$ cat src/verilog/dpsc_pkg.sv
// Package for the dual-port memory port controller: timing, mailbox, types
`default_nettype none
package dpsc_pkg;
  // Clock period in ps (200 MHz)
  localparam int CLK_PS = 5000;
  // Least times in ns for the slowest grade
  localparam int PULSE_WIDTH_NS          = 30;
  localparam int STROBE_TO_FLOAT_DELAY_NS = 25;
  localparam int WRITE_DATA_SETUP_NS     = 20;
  localparam int ACCESS_TIME_NS          = 55;
  localparam int RELEASE_TO_DATA_DELAY_NS = 45;
  localparam int FLAG_SET_DELAY_NS       = 45;
  localparam int FLAG_CLEAR_DELAY_NS     = 45;
  localparam int ADDR_SETUP_NS           = 40;
  // Least times round up to whole cycles
  localparam int PULSE_CYC  = (PULSE_WIDTH_NS * 1000 + CLK_PS - 1) / CLK_PS;
  localparam int FLOAT_CYC  = ((STROBE_TO_FLOAT_DELAY_NS + WRITE_DATA_SETUP_NS) * 1000
                               + CLK_PS - 1) / CLK_PS;
  localparam int ACCESS_CYC = (ACCESS_TIME_NS * 1000 + CLK_PS - 1) / CLK_PS;
  localparam int RELEASE_CYC = (RELEASE_TO_DATA_DELAY_NS * 1000 + CLK_PS - 1) / CLK_PS;
  localparam int SETUP_CYC  = (ADDR_SETUP_NS * 1000 + CLK_PS - 1) / CLK_PS;
  localparam int FLAG_CYC   = (FLAG_SET_DELAY_NS * 1000 + CLK_PS - 1) / CLK_PS;
  localparam int CNT_W = 5;
  // Mailbox offsets from the top of the array
  localparam int LEFT_BOX_FROM_TOP  = 2;
  localparam int RIGHT_BOX_FROM_TOP = 1;

  typedef enum logic [4:0] {
    DPSC_IDLE  = 5'b00001,
    DPSC_SETUP = 5'b00010,
    DPSC_WRITE = 5'b00100,
    DPSC_READ  = 5'b01000,
    DPSC_DONE  = 5'b10000
  } dpsc_state_t;

  typedef struct packed {
    logic        write;
    logic [10:0] addr;
    logic [7:0]  data;
  } dpsc_req_t;
endpackage : dpsc_pkg
`default_nettype wire

$ cat src/verilog/dpsc_port_master.sv
// One-port master that drives a port of an asynchronous dual-port memory
`timescale 1ns/1ps
`default_nettype none
// How it works
// - Write is select and strobe low together
// - Data timed against the rising ending strobe
// - Output enable low: hold strobe longer
// - Output enable high: minimum pulse suffices
// - Strobe stays high during reads
module dpsc_port_master #(
  parameter int          ADDR_W   = 10,
  parameter logic        IS_RIGHT = 1'b0
) (
  input  wire logic              clk,
  input  wire logic              rst,
  // Requests from the local bus side
  input  wire dpsc_pkg::dpsc_req_t req,
  input  wire logic              req_valid,
  output logic                   req_ready,
  output logic [7:0]             rd_data,
  output logic                   rd_valid,
  output logic                   wr_lost,
  output logic                   mail_flag,
  // Pins towards the memory port
  output logic                   sel_n,
  output logic                   wstrobe_n,
  output logic                   oe_n,
  output logic [ADDR_W-1:0]      addr,
  output logic [7:0]             data_o,
  output logic                   data_oe,
  // Driven by the memory port
  input  wire logic [7:0]        data_i,
  input  wire logic              busy_n,
  input  wire logic              flag_n
);
  typedef struct packed {
    dpsc_pkg::dpsc_state_t st;
    logic [dpsc_pkg::CNT_W-1:0] cnt;
    logic                       wr;
    logic                       lost;
    logic                       ready;
    logic [7:0]                 rdata;
    logic                       rvalid;
    logic                       wlost;
    logic                       flag;
    logic                       sel_n;
    logic                       we_n;
    logic                       oe_n;
    logic [ADDR_W-1:0]          addr;
    logic [7:0]                 dout;
    logic                       doe;
  } dpsc_st_t;

  // Own mailbox address, read to clear our flag
  localparam logic [ADDR_W-1:0] OWN_BOX = IS_RIGHT ?
    ADDR_W'((1 << ADDR_W) - dpsc_pkg::RIGHT_BOX_FROM_TOP) :
    ADDR_W'((1 << ADDR_W) - dpsc_pkg::LEFT_BOX_FROM_TOP);
  // Phase lengths in whole clock cycles
  localparam logic [dpsc_pkg::CNT_W-1:0] SETUP_N   = dpsc_pkg::CNT_W'(dpsc_pkg::SETUP_CYC);
  localparam logic [dpsc_pkg::CNT_W-1:0] PULSE_N   = dpsc_pkg::CNT_W'(dpsc_pkg::PULSE_CYC);
  localparam logic [dpsc_pkg::CNT_W-1:0] FLOAT_N   = dpsc_pkg::CNT_W'(dpsc_pkg::FLOAT_CYC);
  localparam logic [dpsc_pkg::CNT_W-1:0] ACCESS_N  = dpsc_pkg::CNT_W'(dpsc_pkg::ACCESS_CYC);
  localparam logic [dpsc_pkg::CNT_W-1:0] RELEASE_N = dpsc_pkg::CNT_W'(dpsc_pkg::RELEASE_CYC);

  // Old data stays on the pins for the release-to-data delay after busy rises, so wait the longer
  localparam logic [dpsc_pkg::CNT_W-1:0] WAIT_N =
    (ACCESS_N > RELEASE_N) ? ACCESS_N : RELEASE_N;
  // A strobe-ended write with outputs on must also cover the turn-off time
  localparam logic [dpsc_pkg::CNT_W-1:0] LONG_N = (FLOAT_N > PULSE_N) ? FLOAT_N : PULSE_N;

  // Idle, deselected, data pins released; constants only under async reset
  localparam dpsc_st_t S_RST = '{
    st:     dpsc_pkg::DPSC_IDLE,
    cnt:    '0,
    wr:     1'b0,
    lost:   1'b0,
    ready:  1'b0,
    rdata:  8'h00,
    rvalid: 1'b0,
    wlost:  1'b0,
    flag:   1'b0,
    sel_n:  1'b1,
    we_n:   1'b1,
    oe_n:   1'b1,
    addr:   '0,
    dout:   8'h00,
    doe:    1'b0
  };

  dpsc_st_t s_q;
  dpsc_st_t s_d;

  ////////////////////////////////////////////////////////////////////////////
  always_comb begin
    s_d = s_q;
    s_d.rvalid = 1'b0;
    s_d.wlost = 1'b0;
    s_d.flag = ~flag_n;

    unique case (s_q.st)
      dpsc_pkg::DPSC_IDLE: begin
        s_d.ready = 1'b1;
        if (req_valid && s_q.ready) begin
          s_d.ready = 1'b0;
          s_d.wr = req.write;
          s_d.lost = 1'b0;
          s_d.addr = req.addr[ADDR_W-1:0];
          s_d.dout = req.data;
          s_d.we_n = 1'b1;
          // reads drive outputs, writes keep them off
          s_d.oe_n = req.write;
          s_d.cnt = SETUP_N;
          s_d.st = dpsc_pkg::DPSC_SETUP;
        end
      end

      dpsc_pkg::DPSC_SETUP: begin
        // Address settles before select, so no stray location is touched
        if (s_q.cnt > 1) begin
          s_d.cnt = s_q.cnt - 1'b1;
        end else if (s_q.wr) begin
          // select and strobe together open the write
          s_d.sel_n = 1'b0;
          s_d.we_n = 1'b0;
          s_d.doe = 1'b1;
          // longer pulse if outputs were enabled
          if (s_q.oe_n) begin
            s_d.cnt = PULSE_N;
          end else begin
            s_d.cnt = LONG_N;
          end
          s_d.st = dpsc_pkg::DPSC_WRITE;
        end else begin
          s_d.sel_n = 1'b0;
          s_d.cnt = ACCESS_N;
          s_d.st = dpsc_pkg::DPSC_READ;
        end
      end

      dpsc_pkg::DPSC_WRITE: begin
        // busy during the write means it was dropped
        if (!busy_n) begin
          s_d.lost = 1'b1;
        end
        if (s_q.cnt > 1) begin
          s_d.cnt = s_q.cnt - 1'b1;
        end else begin
          // strobe rises first and ends the write; data held
          s_d.we_n = 1'b1;
          s_d.st = dpsc_pkg::DPSC_DONE;
        end
      end

      dpsc_pkg::DPSC_READ: begin
        // wait out busy on either side
        // Select stays low while waiting; dropping it would give up our turn
        if (!busy_n) begin
          // wait out stale data after busy rises
          s_d.cnt = WAIT_N;
        end else if (s_q.cnt > 1) begin
          s_d.cnt = s_q.cnt - 1'b1;
        end else begin
          s_d.rdata = data_i;
          s_d.rvalid = 1'b1;
          // deselect after the mailbox read clears our flag
          s_d.sel_n = 1'b1;
          s_d.oe_n = 1'b1;
          s_d.st = dpsc_pkg::DPSC_DONE;
        end
      end

      dpsc_pkg::DPSC_DONE: begin
        // select rises, data floats; a write dropped under busy is reported on wr_lost
        // Ready returns together with the released pins
        s_d.sel_n = 1'b1;
        s_d.doe = 1'b0;
        s_d.wlost = s_q.wr & s_q.lost;
        s_d.ready = 1'b1;
        s_d.st = dpsc_pkg::DPSC_IDLE;
      end
    endcase
  end

  always_ff @(posedge clk or posedge rst) begin
    if (rst) begin
      s_q <= S_RST;
    end else begin
      s_q <= s_d;
    end
  end

  ////////////////////////////////////////////////////////////////////////////
  // Every output is a field of the state register
  assign req_ready = s_q.ready;
  assign rd_data   = s_q.rdata;
  assign rd_valid  = s_q.rvalid;
  assign wr_lost   = s_q.wlost;
  assign mail_flag = s_q.flag;
  assign sel_n     = s_q.sel_n;
  assign wstrobe_n = s_q.we_n;
  assign oe_n      = s_q.oe_n;
  assign addr      = s_q.addr;
  assign data_o    = s_q.dout;
  assign data_oe   = s_q.doe;

  // Own mailbox address drives no logic; it is only reduced into unused_box
  logic unused_box;
  assign unused_box = ^OWN_BOX;
endmodule : dpsc_port_master
`default_nettype wire

$ cat config.mk
export PLATFORM = sky130hd
export DESIGN_NAME = dpsc_port_master
export DESIGN_NICKNAME = d
export VERILOG_FILES = /design/src/verilog/dpsc_pkg.sv /design/src/verilog/dpsc_port_master.sv
export SDC_FILE = /design/constraint.sdc
export NUM_CORES = 1
export LEC_CHECK = 0
export ABC_AREA = 1
export CAP_MARGIN = 40
export CORE_MARGIN = 2
export CORE_UTILIZATION = 55
export DETAILED_ROUTE_END_ITERATION = 16
export DONT_BUFFER_PORTS = 1
export PLACE_DENSITY = 0.8
export SLEW_MARGIN = 25
export SYNTH_ARGS = -nofsm -noshare
export SYNTH_HDL_FRONTEND = slang
export SYNTH_SLANG_ARGS = --single-unit
$ cat constraint.sdc
create_clock -name clk -period 1.46 [get_ports clk]
set_input_delay 0.219 -clock clk [delete_from_list [all_inputs] [get_ports clk]]
set_output_delay 0.219 -clock clk [all_outputs]
set_load 0.02 [all_outputs]
==> flow_summary.rst, run 1 <==
.. list-table::
   :header-rows: 1

   * - Metric
     - Value
   * - Capturing element of the worst setup path
     - s_q[39]$_DFFE_PP0P_
   * - Post-route total power
     - 6.82 mW
   * - Cell type contributing the most total cell area after synthesis
     - dfrtp_1
   * - Share of the yosys chip area belonging to registers
     - 48.1%
   * - Setup clock skew after layout
     - 7.63 ps
   * - Via count
     - 1894
   * - Number of global-route vias before repair
     - 1792
   * - Time the worst path needs with I/O delays and setup
     - 1480 ps
   * - Post-Route WL
     - 5080 um
   * - Port buffer count
     - 0
   * - Transition at the pin with the smallest max-transition slack
     - 259 ps
   * - Total met3 wirelength after detailed routing
     - 369 um
   * - Later-pin clock latency in the skew report
     - 300 ps
   * - Synthesis-stage register bit count
     - 46
   * - Async set or reset register ratio after synthesis
     - 100%
   * - Final setup margin
     - -18.6 ps
   * - Initial antenna violation count
     - 0
   * - Mean area per synthesized cell
     - 8.09 um2
   * - Non-filler instance count after layout
     - 358
   * - Total of endpoints with negative setup slack in the final report
     - 1
   * - Cell count after synthesis
     - 297
   * - TNS Setup
     - -18.6 ps
   * - Cell with the most instances after synthesis
     - nand2_1
   * - VDD IR-drop max
     - 1.27 mV
   * - Crit start category
     - flip-flop
   * - Die Outline Area
     - 4910 um2
   * - Routed wirelength normalized by instance count
     - 14.2 um
   * - CP required
     - 1700 ps
   * - Die Span X
     - 70.1 um
   * - Area growth from synthesis to layout
     - 16.6%
   * - Net count of the finished layout
     - 340
   * - Worst hold slack
     - 15.8 ps
   * - Length of the first detailed-routing pass in iterations
     - 4
   * - Routability cong.
     - 0.882
   * - Launching point of the worst reg2reg path
     - s_q[43]$_DFFE_PP0P_
   * - Number of DRC violations after detailed-routing iteration 0
     - 82
   * - Overall track demand over capacity in global routing
     - 21.0%
   * - Slack of the worst reg-to-reg path
     - -20 ps
   * - Most used DFF post-synth
     - dfrtp_1
   * - Netlist cell types
     - 26
   * - Fill count
     - 336
   * - Max Used Layer
     - met4
   * - Fraction of final layout cells sized beyond drive strength 1
     - 32.7%
   * - Final hold vios
     - 0
   * - Post-place instance area
     - 2420 um2
   * - Net count of the mapped netlist
     - 332
   * - RSZ-0062 raised after global routing
     - yes
   * - Layout Cell Area excl Fill
     - 2800 um2
   * - Max Root-Sink Buffers
     - 2
   * - Failing checks
     - setup timing
   * - Commonest cells in the synthesized netlist
     - nand2_1, dfrtp_1, buf_4
   * - CTS tree
     - built
   * - Wire length of the first global-routing pass
     - 8250 um
   * - Number of enable flip-flop cells after synthesis
     - 0
   * - End of the worst register-to-register path
     - s_q[39]$_DFFE_PP0P_
   * - Clock root buffer master
     - clkbuf_8
   * - Crit path cell chain
     - nor2_4, inv_2, nor2_4, buf_12, nand2_1, nand2_4, nand2_1, nand2_1, nor2_2, nor2_2
   * - Most used cell along the critical path
     - nand2_1
   * - Clock Sink Count
     - 46
   * - Number of max-cap violations
     - 0
   * - Worst slack at placement
     - -51.2 ps
   * - Cell Count Post-Placement
     - 340
   * - Reg clk slew, reported paths
     - 90 ps
   * - Worst relative slew slack
     - 82.8%
   * - Period Utilization, post-route
     - 101%
   * - IO Count
     - 67
   * - Maximum clock frequency
     - 676 MHz
   * - Worst setup path startpoint
     - s_q[43]$_DFFE_PP0P_
   * - Antenna diode count
     - 0
   * - Warnings from Yosys
     - 0
   * - Floorplan Core Area
     - 4290 um2
   * - Power density of the placed cells
     - 2430 nW/um2
   * - Biggest fanout along the worst timing path
     - 4
   * - Crit path arrival time
     - 1710 ps
   * - Total clock buffers created by CTS
     - 5
   * - Met2 Routed Length
     - 2560 um
   * - Wire length the detailed router placed on met1
     - 2020 um
   * - Sort of element at the end of the critical path
     - flip-flop
   * - Pin count of the biggest net entering global routing
     - 47
   * - Final core utilization
     - 65.2%
   * - Area share of the largest cell type after synthesis
     - 43.7%
   * - Antenna violation net count after detailed routing
     - 0
   * - Crit-path slowest cell
     - dfrtp_1
   * - Result of the run
     - finished with violations
   * - Worst setup path class
     - flip-flop to flip-flop
   * - Largest stage delay on the critical path
     - 470 ps
   * - Synthesized area
     - 2400 um2
   * - HPWL reported at the end of detailed placement
     - 3450 um
   * - Top post-synthesis cells by area
     - dfrtp_1, nand2_1, buf_4
   * - Global route total overflow
     - 0
   * - Die height
     - 70.1 um
   * - Site Rows
     - 24
   * - Number of cells on the worst reg-to-reg path
     - 10
   * - Post-route DRC violation count
     - 0
   * - Number of levels in the clock H-tree
     - 2
   * - Static Leakage
     - 1.52 nW
   * - Class of the tightest hold or removal check
     - input pin to flip-flop
   * - Vias per std cell
     - 5.29
   * - Initial Util
     - 56.0%
   * - Fin. max-slew vios
     - 0
## worst min-delay path by stage
stage	startpoint	endpoint	slack, ps	depth (start not counted)
6_report	req[9]	addr[1]$_DFFE_PP0P_	20	2
5_1_grt	req[8]	addr[0]$_DFFE_PP0P_	20	2
4_1_cts	data_i[3]	rd_data[3]$_DFFE_PP0P_	8	2
3_5_place_dp	rst	mail_flag$_DFF_PP0_	160	2
3_3_place_gp	rst	rd_data[1]$_DFFE_PP0P_	160	2
2_1_floorplan	flag_n	mail_flag$_DFF_PP0_	280	1
## worst max-delay path, delay by kind of cell, from the launching register on
family / cells / cell delay, ps
simple gates: 8 / 720
flops: 1 / 470
buf+inv: 2 / 210
## registers in the layout, summed over array words and instances (netlist names)
| name | flops |
|---|---|
| rd_data | 8 |
| data_o | 8 |
| oe_n | 1 |
| addr | 10 |
| s_q | 12 |
| mail_flag | 1 |
| sel_n | 1 |
| data_oe | 1 |
| rd_valid | 1 |
| wr_lost | 1 |
| wstrobe_n | 1 |
| req_ready | 1 |
## layer usage
| metal | vias to the layer above | GRT usage, % |
|---|---|---|
| li1 | 915 | - |
| met1 | 887 | 27.9 |
| met2 | 76 | 32.6 |
| met3 | 16 | 5.77 |
| met4 | 0 | 8.76 |
| met5 | - | 0 |
## what timing repair did
action                                  4_1_cts  5_1_grt
hold endpoints to repair                     43        0
hold buffers                                  2        0
endpoints found under the setup margin       21       27
resized for setup                             9       41
setup buffers                                 1        7
pin swaps                                     3       20
## layout make-up
type / count / area (um2) / area share (%)
Sequential cell: 46 / 1160 / 41.4
Multi-Input combinational cell: 194 / 1060 / 37.8
Timing Repair Buffer: 32 / 294 / 10.5
Inverter: 26 / 113 / 4.02
Clock buffer: 5 / 68.8 / 2.46
Tap cell: 52 / 65.1 / 2.32
Clock inverter: 3 / 43.8 / 1.56
## cell usage in the layout (no fill, tap or decap), types with 3 or more instances in the layout
cell      instances
inv_1            13
nand2_1         110
nor2_4            8
buf_12            3
buf_6             3
dfrtp_1          40
inv_2            10
nand2_4           8
buf_4            24
o21ai_0           3
clkbuf_8          5
nand4_1           7
nand3_2           4
nand3_1          13
nor2_1            7
nor2_2            5
a21oi_1           3
dfstp_2           4
nand2_2          11
## kinds of logic (layout without fill, tap and decap cells)
group           count (synthesis)  in the layout  share of synthesized area (%)
compound gates                 13             13                           3.02
xor+xnor                        2              2                          0.729
fa+ha+maj                       2              2                           1.04
buf+inv                        57             66                           14.2
flops                          46             46                           48.1
simple gates                  177            177                           32.9
## where the power goes
group | switching, mW | leakage [nW] | internal [mW]
Combinational | 1.87 | 0.875 | 1.49
Clock | 0.441 | 0.0585 | 0.513
Sequential | 0.748 | 0.589 | 1.76
No activity file was read; power rests on OpenSTA's default activity.
==> inputs of run 2 (changes only) <==
Settings changed: MAX_ROUTING_LAYER set to met4, PLACE_DENSITY 0.8 to 0.77.
Clock period 1.46 ns to 1.9 ns, I/O delays scaled along.
==> flow_summary.rst, run 2 (synthesized netlist as in run 1, its figures left out) <==
.. list-table::
   :header-rows: 1

   * - Metric
     - Value
   * - Wire length the detailed router placed on met1
     - 2130 um (+5.6%)
   * - Crit-path slowest cell
     - dfrtp_1
   * - Net count of the finished layout
     - 311 (-8.5%)
   * - Total of endpoints with negative setup slack in the final report
     - 0 (-1)
   * - Antenna violation net count after detailed routing
     - 0 (unchanged)
   * - Failing checks
     - hold timing
   * - Non-filler instance count after layout
     - 329 (-8.1%)
   * - Overall track demand over capacity in global routing
     - 20.5% (-0.45 points)
   * - Top library cells by usage in the layout, fill and taps aside
     - nand2_1, dfrtp_1, inv_1, nand3_1, nor2_1
   * - Capturing element of the worst setup path
     - rd_data[0]$_DFFE_PP0P_
   * - Maximum clock frequency
     - 599 MHz (-11%)
   * - Post-cts gate resize count
     - 0 (-9)
   * - Cell Count Post-Placement
     - 321 (-5.6%)
   * - RSZ-0062 raised after global routing
     - no
   * - Global route total overflow
     - 0 (unchanged)
   * - Crit path cell chain
     - ha_1, inv_1, nand2_1, nand2_2, inv_1, nand2_2, clkinv_4, nand2_1, nand2_1
   * - Vias per std cell
     - 5.20 (-1.6%)
   * - # hold bufs at CTS
     - 0 (-2)
   * - Largest stage delay on the critical path
     - 430 ps (-40 ps)
   * - Later-pin clock latency in the skew report
     - 300 ps (about the same)
   * - Final hold vios
     - 2 (+2)
   * - Comb pwr share
     - 37.6% (-12 points)
   * - Period Utilization, post-route
     - 87.8% (-13 points)
   * - Pin count of the biggest net entering global routing
     - 47 (unchanged)
   * - Reg clk slew, reported paths
     - 90 ps (about the same)
   * - Die Outline Area
     - 4910 um2 (unchanged)
   * - Number of cells on the worst reg-to-reg path
     - 9 (-1)
   * - Most used cell along the critical path
     - nand2_1
   * - Max FFs per register
     - 12 (unchanged)
   * - Share of power burned in the clock network
     - 17.2% (+3.2 points)
   * - Met2 Routed Length
     - 2220 um (-13%)
   * - Clock root buffer master
     - clkbuf_8
   * - TNS Setup
     - 0 ps (+18.6 ps)
   * - Length of the first detailed-routing pass in iterations
     - 4 (unchanged)
   * - Worst slack at placement
     - 257 ps (+308 ps)
   * - Sort of element at the end of the critical path
     - flip-flop
   * - Slack of the worst reg-to-reg path
     - 230 ps (+250 ps)
   * - Top register by number of flip-flops
     - s_q
   * - Max Root-Sink Buffers
     - 2 (unchanged)
   * - Initial antenna violation count
     - 0 (unchanged)
   * - Via count
     - 1712 (-9.6%)
   * - Launching point of the worst reg2reg path
     - s_q[36]$_DFFE_PP0P_
   * - Fraction of final layout cells sized beyond drive strength 1
     - 16.2% (-16 points)
   * - Layout Cell Area excl Fill
     - 2360 um2 (-16%)
   * - Total clock buffers created by CTS
     - 5 (unchanged)
   * - Site Rows
     - 24 (unchanged)
   * - Fin. max-slew vios
     - 0 (unchanged)
   * - Wire length of the first global-routing pass
     - 7710 um (-6.5%)
   * - Die Span X
     - 70.1 um (unchanged)
   * - Setup clock skew after layout
     - 6.21 ps (-1.42 ps)
   * - Number of levels in the clock H-tree
     - 2 (unchanged)
   * - Worst setup path startpoint
     - s_q[36]$_DFFE_PP0P_
   * - Final core utilization
     - 55.1% (-10 points)
   * - Number of max-cap violations
     - 0 (unchanged)
   * - Antenna diode count
     - 0 (unchanged)
   * - Routability cong.
     - 0.886 (+0.49%)
   * - CTS tree
     - built
   * - Relative contribution of sequential cells to total power
     - 45.2% (+8.4 points)
   * - Transition at the pin with the smallest max-transition slack
     - 561 ps (+302 ps)
   * - Final setup margin
     - 232 ps (+250 ps)
   * - HPWL reported at the end of detailed placement
     - 3350 um (-2.9%)
   * - VDD IR-drop max
     - 0.917 mV (-28%)
   * - Power density of the placed cells
     - 1810 nW/um2 (-26%)
   * - End of the worst register-to-register path
     - rd_data[0]$_DFFE_PP0P_
   * - Crit path arrival time
     - 1860 ps (+150 ps)
   * - Post-route DRC violation count
     - 0 (unchanged)
   * - CP required
     - 2100 ps (+400 ps)
   * - Total met3 wirelength after detailed routing
     - 223 um (-40%)
   * - Routed wirelength normalized by instance count
     - 14.0 um (-1.2%)
   * - Post-Route WL
     - 4620 um (-9.2%)
   * - Clock Sink Count
     - 46 (unchanged)
   * - Biggest fanout along the worst timing path
     - 9 (+5)
   * - Max Used Layer
     - met4
   * - Worst hold slack
     - -0.650 ps (-16.4 ps)
   * - Port buffer count
     - 0 (unchanged)
   * - Class of the tightest hold or removal check
     - input pin to asynchronous set/reset pin
   * - Initial Util
     - 56.0% (unchanged)
   * - Worst relative slew slack
     - 62.6% (-20 points)
   * - Number of global-route vias before repair
     - 1738 (-3.0%)
   * - Number of DRC violations after detailed-routing iteration 0
     - 103 (+26%)
   * - Number of buffers inserted to repair setup after CTS
     - 0 (-1)
   * - Post-place instance area
     - 2250 um2 (-6.9%)
   * - Switching power as a share of total power
     - 46.5% (+1.6 points)
   * - Die height
     - 70.1 um (unchanged)
   * - Area growth from synthesis to layout
     - -1.61%
   * - Switching power summed over all nets
     - 1.98 mW (-35%)
   * - Time the worst path needs with I/O delays and setup
     - 1670 ps (+190 ps)
   * - Worst setup path class
     - flip-flop to flip-flop
   * - Static Leakage
     - 1.32 nW (-13%)
   * - Result of the run
     - finished with violations
   * - Int Pwr
     - 2.28 mW (-39%)
   * - Crit start category
     - flip-flop
   * - Most common library cell in the layout ignoring fill and taps
     - nand2_1
   * - IO Count
     - 67 (unchanged)
   * - Post-route total power
     - 4.27 mW (-37%)
   * - Floorplan Core Area
     - 4290 um2 (unchanged)
## run 2: layer usage
metal / track usage (%) / vias to the layer above
met4: 6.20 / 0
met2: 32.4 / 52
met5: - / -
met3: 3.61 / 4
li1: - / 846
met1: 27.5 / 810
## run 2: cell type report
cell class / instances / area (um2)
inverters: 26 / 103
repair buffers: 3 / 22.5
clock buffers: 5 / 68.8
flip-flops and latches: 46 / 1160
fillers: 399 / 1930
well taps: 52 / 65.1
multi-input cells: 194 / 906
clock inverters: 3 / 43.8
## run 2: critical path: cells and delay by family (launching register included)
kind	cells	cell delay (ps)
buffers and inverters	3	310
AND/OR/NAND/NOR	5	620
adder cells (fa/ha/maj)	1	210
flip-flops	1	430
## run 2: worst min-delay path by stage
stage               slack, ps  startpoint                     to
CTS                        20         rst     rd_valid$_DFF_PP0_
global placement          340         rst  data_o[0]$_DFFE_PP0P_
global route               20      flag_n    mail_flag$_DFF_PP0_
finish                   -0.6         rst     rd_valid$_DFF_PP0_
detailed placement        350         rst     rd_valid$_DFF_PP0_
floorplan                 340      flag_n    mail_flag$_DFF_PP0_
## run 2: power groups by stage
stage	logic, mW	registers [mW]	clock network (mW)
floorplan	1.81	1.62	0
global placement	1.51	1.95	0
detailed placement	1.57	1.94	0
CTS	1.59	1.93	0.744
global route	1.84	1.97	0.793
finish	1.61	1.93	0.735
==> inputs of run 3 (changes only) <==
Clock period 1.9 ns to 2 ns, I/O delays scaled along.
==> flow_summary.rst, run 3 (synthesized netlist as in run 1, its figures left out) <==
.. list-table::
   :header-rows: 1

   * - Metric
     - Value
   * - Post-Route WL
     - 4510 um (-2.2%)
   * - Period Utilization, post-route
     - 85.8% (-2.0 points)
   * - Length of the first detailed-routing pass in iterations
     - 4 (unchanged)
   * - Result of the run
     - complete, no violations
   * - Worst relative slew slack
     - 75.3% (+13 points)
   * - Crit start category
     - flip-flop
   * - Global route total overflow
     - 0 (unchanged)
   * - Final setup margin
     - 284 ps (+52.7 ps)
   * - Antenna diode count
     - 0 (unchanged)
   * - Max Root-Sink Buffers
     - 2 (unchanged)
   * - Number of DRC violations after detailed-routing iteration 0
     - 87 (-16%)
   * - # hold bufs at CTS
     - 1 (+1)
   * - Capturing element of the worst setup path
     - rd_data[6]$_DFFE_PP0P_
   * - Launching point of the worst reg2reg path
     - s_q[36]$_DFFE_PP0P_
   * - Transition at the pin with the smallest max-transition slack
     - 370 ps (-191 ps)
   * - Area growth from synthesis to layout
     - -1.30%
   * - Number of levels in the clock H-tree
     - 2 (unchanged)
   * - TNS Setup
     - 0 ps (unchanged)
   * - VDD IR-drop max
     - 0.895 mV (-2.5%)
   * - IO Count
     - 67 (unchanged)
   * - Routability cong.
     - 0.876 (-1.1%)
   * - Number of global-route vias before repair
     - 1727 (-0.63%)
   * - Net count of the finished layout
     - 311 (unchanged)
   * - Class of the tightest hold or removal check
     - input pin to flip-flop
   * - Fill count
     - 406 (+1.8%)
   * - Fin. max-slew vios
     - 0 (unchanged)
   * - Total clock buffers created by CTS
     - 5 (unchanged)
   * - RSZ-0062 raised after global routing
     - no
   * - Initial antenna violation count
     - 0 (unchanged)
   * - Number of buffers inserted to repair setup after CTS
     - 0 (unchanged)
   * - Area used by multi-input combinational logic
     - 906 um2 (unchanged)
   * - Time the worst path needs with I/O delays and setup
     - 1720 ps (+47.3 ps)
   * - Post-route total power
     - 3.96 mW (-7.3%)
   * - Routed wirelength normalized by instance count
     - 13.7 um (-2.2%)
   * - Floorplan Core Area
     - 4290 um2 (unchanged)
   * - Crit path arrival time
     - 1920 ps (+60 ps)
   * - End of the worst register-to-register path
     - rd_data[6]$_DFFE_PP0P_
   * - Setup clock skew after layout
     - 6.31 ps (+0.0932 ps)
   * - Worst slack at placement
     - 283 ps (+25.9 ps)
   * - Max FFs per register
     - 12 (unchanged)
   * - Most common library cell in the layout ignoring fill and taps
     - nand2_1
   * - HPWL reported at the end of detailed placement
     - 3340 um (-0.24%)
   * - Final hold vios
     - 0 (-2)
   * - Biggest fanout along the worst timing path
     - 11 (+2)
   * - Top register by number of flip-flops
     - s_q
   * - Top library cells by usage in the layout, fill and taps aside
     - nand2_1, dfrtp_1, inv_1, nand3_1, nor2_1
   * - Later-pin clock latency in the skew report
     - 300 ps (about the same)
   * - Sort of element at the end of the critical path
     - flip-flop
   * - Initial Util
     - 56.0% (unchanged)
   * - CP required
     - 2200 ps (+100 ps)
   * - Power density of the placed cells
     - 1670 nW/um2 (-7.6%)
   * - Die height
     - 70.1 um (unchanged)
   * - Reg clk slew, reported paths
     - 90 ps (about the same)
   * - Fraction of final layout cells sized beyond drive strength 1
     - 15.9% (-0.36 points)
   * - Pin count of the biggest net entering global routing
     - 47 (unchanged)
   * - Antenna violation net count after detailed routing
     - 0 (unchanged)
   * - Number of cells on the worst reg-to-reg path
     - 9 (unchanged)
   * - Site Rows
     - 24 (unchanged)
   * - Die Span X
     - 70.1 um (unchanged)
   * - Wire length of the first global-routing pass
     - 7800 um (+1.1%)
   * - Post-route DRC violation count
     - 0 (unchanged)
   * - Number of max-cap violations
     - 0 (unchanged)
   * - Overall track demand over capacity in global routing
     - 20.7% (+0.13 points)
   * - Port buffer count
     - 0 (unchanged)
   * - Die Outline Area
     - 4910 um2 (unchanged)
   * - Maximum clock frequency
     - 583 MHz (-2.8%)
   * - Via count
     - 1737 (+1.5%)
   * - Clock Sink Count
     - 46 (unchanged)
   * - Slack of the worst reg-to-reg path
     - 280 ps (+50 ps)
   * - Clock root buffer master
     - clkbuf_8
   * - Worst setup path class
     - flip-flop to flip-flop
   * - Total of endpoints with negative setup slack in the final report
     - 0 (unchanged)
   * - Post-cts gate resize count
     - 0 (unchanged)
   * - CTS tree
     - built
   * - Vias per std cell
     - 5.28 (+1.5%)
   * - Worst setup path startpoint
     - s_q[36]$_DFFE_PP0P_
   * - Static Leakage
     - 1.32 nW (about the same)
   * - Footprint of the flip-flops and latches
     - 1160 um2 (unchanged)
==> run 3: changes by cell type in the layout (fill, tap and decap cells not counted), sizes merged <==
cell and change:
dlygate4sd3 +1, inv -1, clkbuf +2, buf -1, bufinv -1
==> run 3: stage by stage <==
step	hold slack, ps	util, %	instance area, um2	cells
2_1_floorplan	359	-	2400	297
3_3_place_gp	238	52.6	2260	320
3_5_place_dp	241	52.6	2260	320
4_1_cts	41.0	55.2	2370	329
5_1_grt	35.6	55.2	2370	329
6_report	40.0	55.2	2370	329
==> run 3: how the worst min path moves through the flow <==
stage | startpoint | endpoint | slack [ps] | cells past startpoint
floorplan | flag_n | mail_flag$_DFF_PP0_ | 360 | 1
global placement | rst | addr[3]$_DFFE_PP0P_ | 240 | 2
detailed placement | rst | s_q[39]$_DFFE_PP0P_ | 240 | 2
CTS | flag_n | mail_flag$_DFF_PP0_ | 40 | 1
global route | flag_n | mail_flag$_DFF_PP0_ | 40 | 1
finish | flag_n | mail_flag$_DFF_PP0_ | 40 | 1
==> run 3: worst max-delay path: stages, from the launching register on <==
cell      delay (ps)
dfrtp_1          430
ha_1             210
inv_1             60
nand2_1          100
nand2_2          220
inv_1            150
nand2_2          220
clkinv_4         120
nand2_1           70
nand2_1           40
==> run 3: power breakdown <==
part	leakage, nW	switching, mW	internal [mW]	total, mW
sequential	0.591	0.554	1.28	1.83
clock	0.0544	0.313	0.317	0.630
combinational	0.673	0.985	0.509	1.49
total	1.32	1.85	2.11	3.96
==> run 3: area by class of cell <==
class,instances,area share (%)
timing repair buffer,3,1.58
sequential,46,48.7
clock buffer,7,4.06
inverter,26,4.32
tap,52,2.74
multi-input combinational,194,38.2
clock inverter,1,0.369
==> run 3: layer usage <==
layer  vias to the layer above  GRT usage, %  share of wire [%]  wire length, um
li1                        852             -                  -                -
met1                       827          28.2                 45             2020
met2                        51          31.3                 48             2150
met3                         7          3.61                5.9              265
met4                         0          7.69                1.6               71
met5                         -             -                  0                0
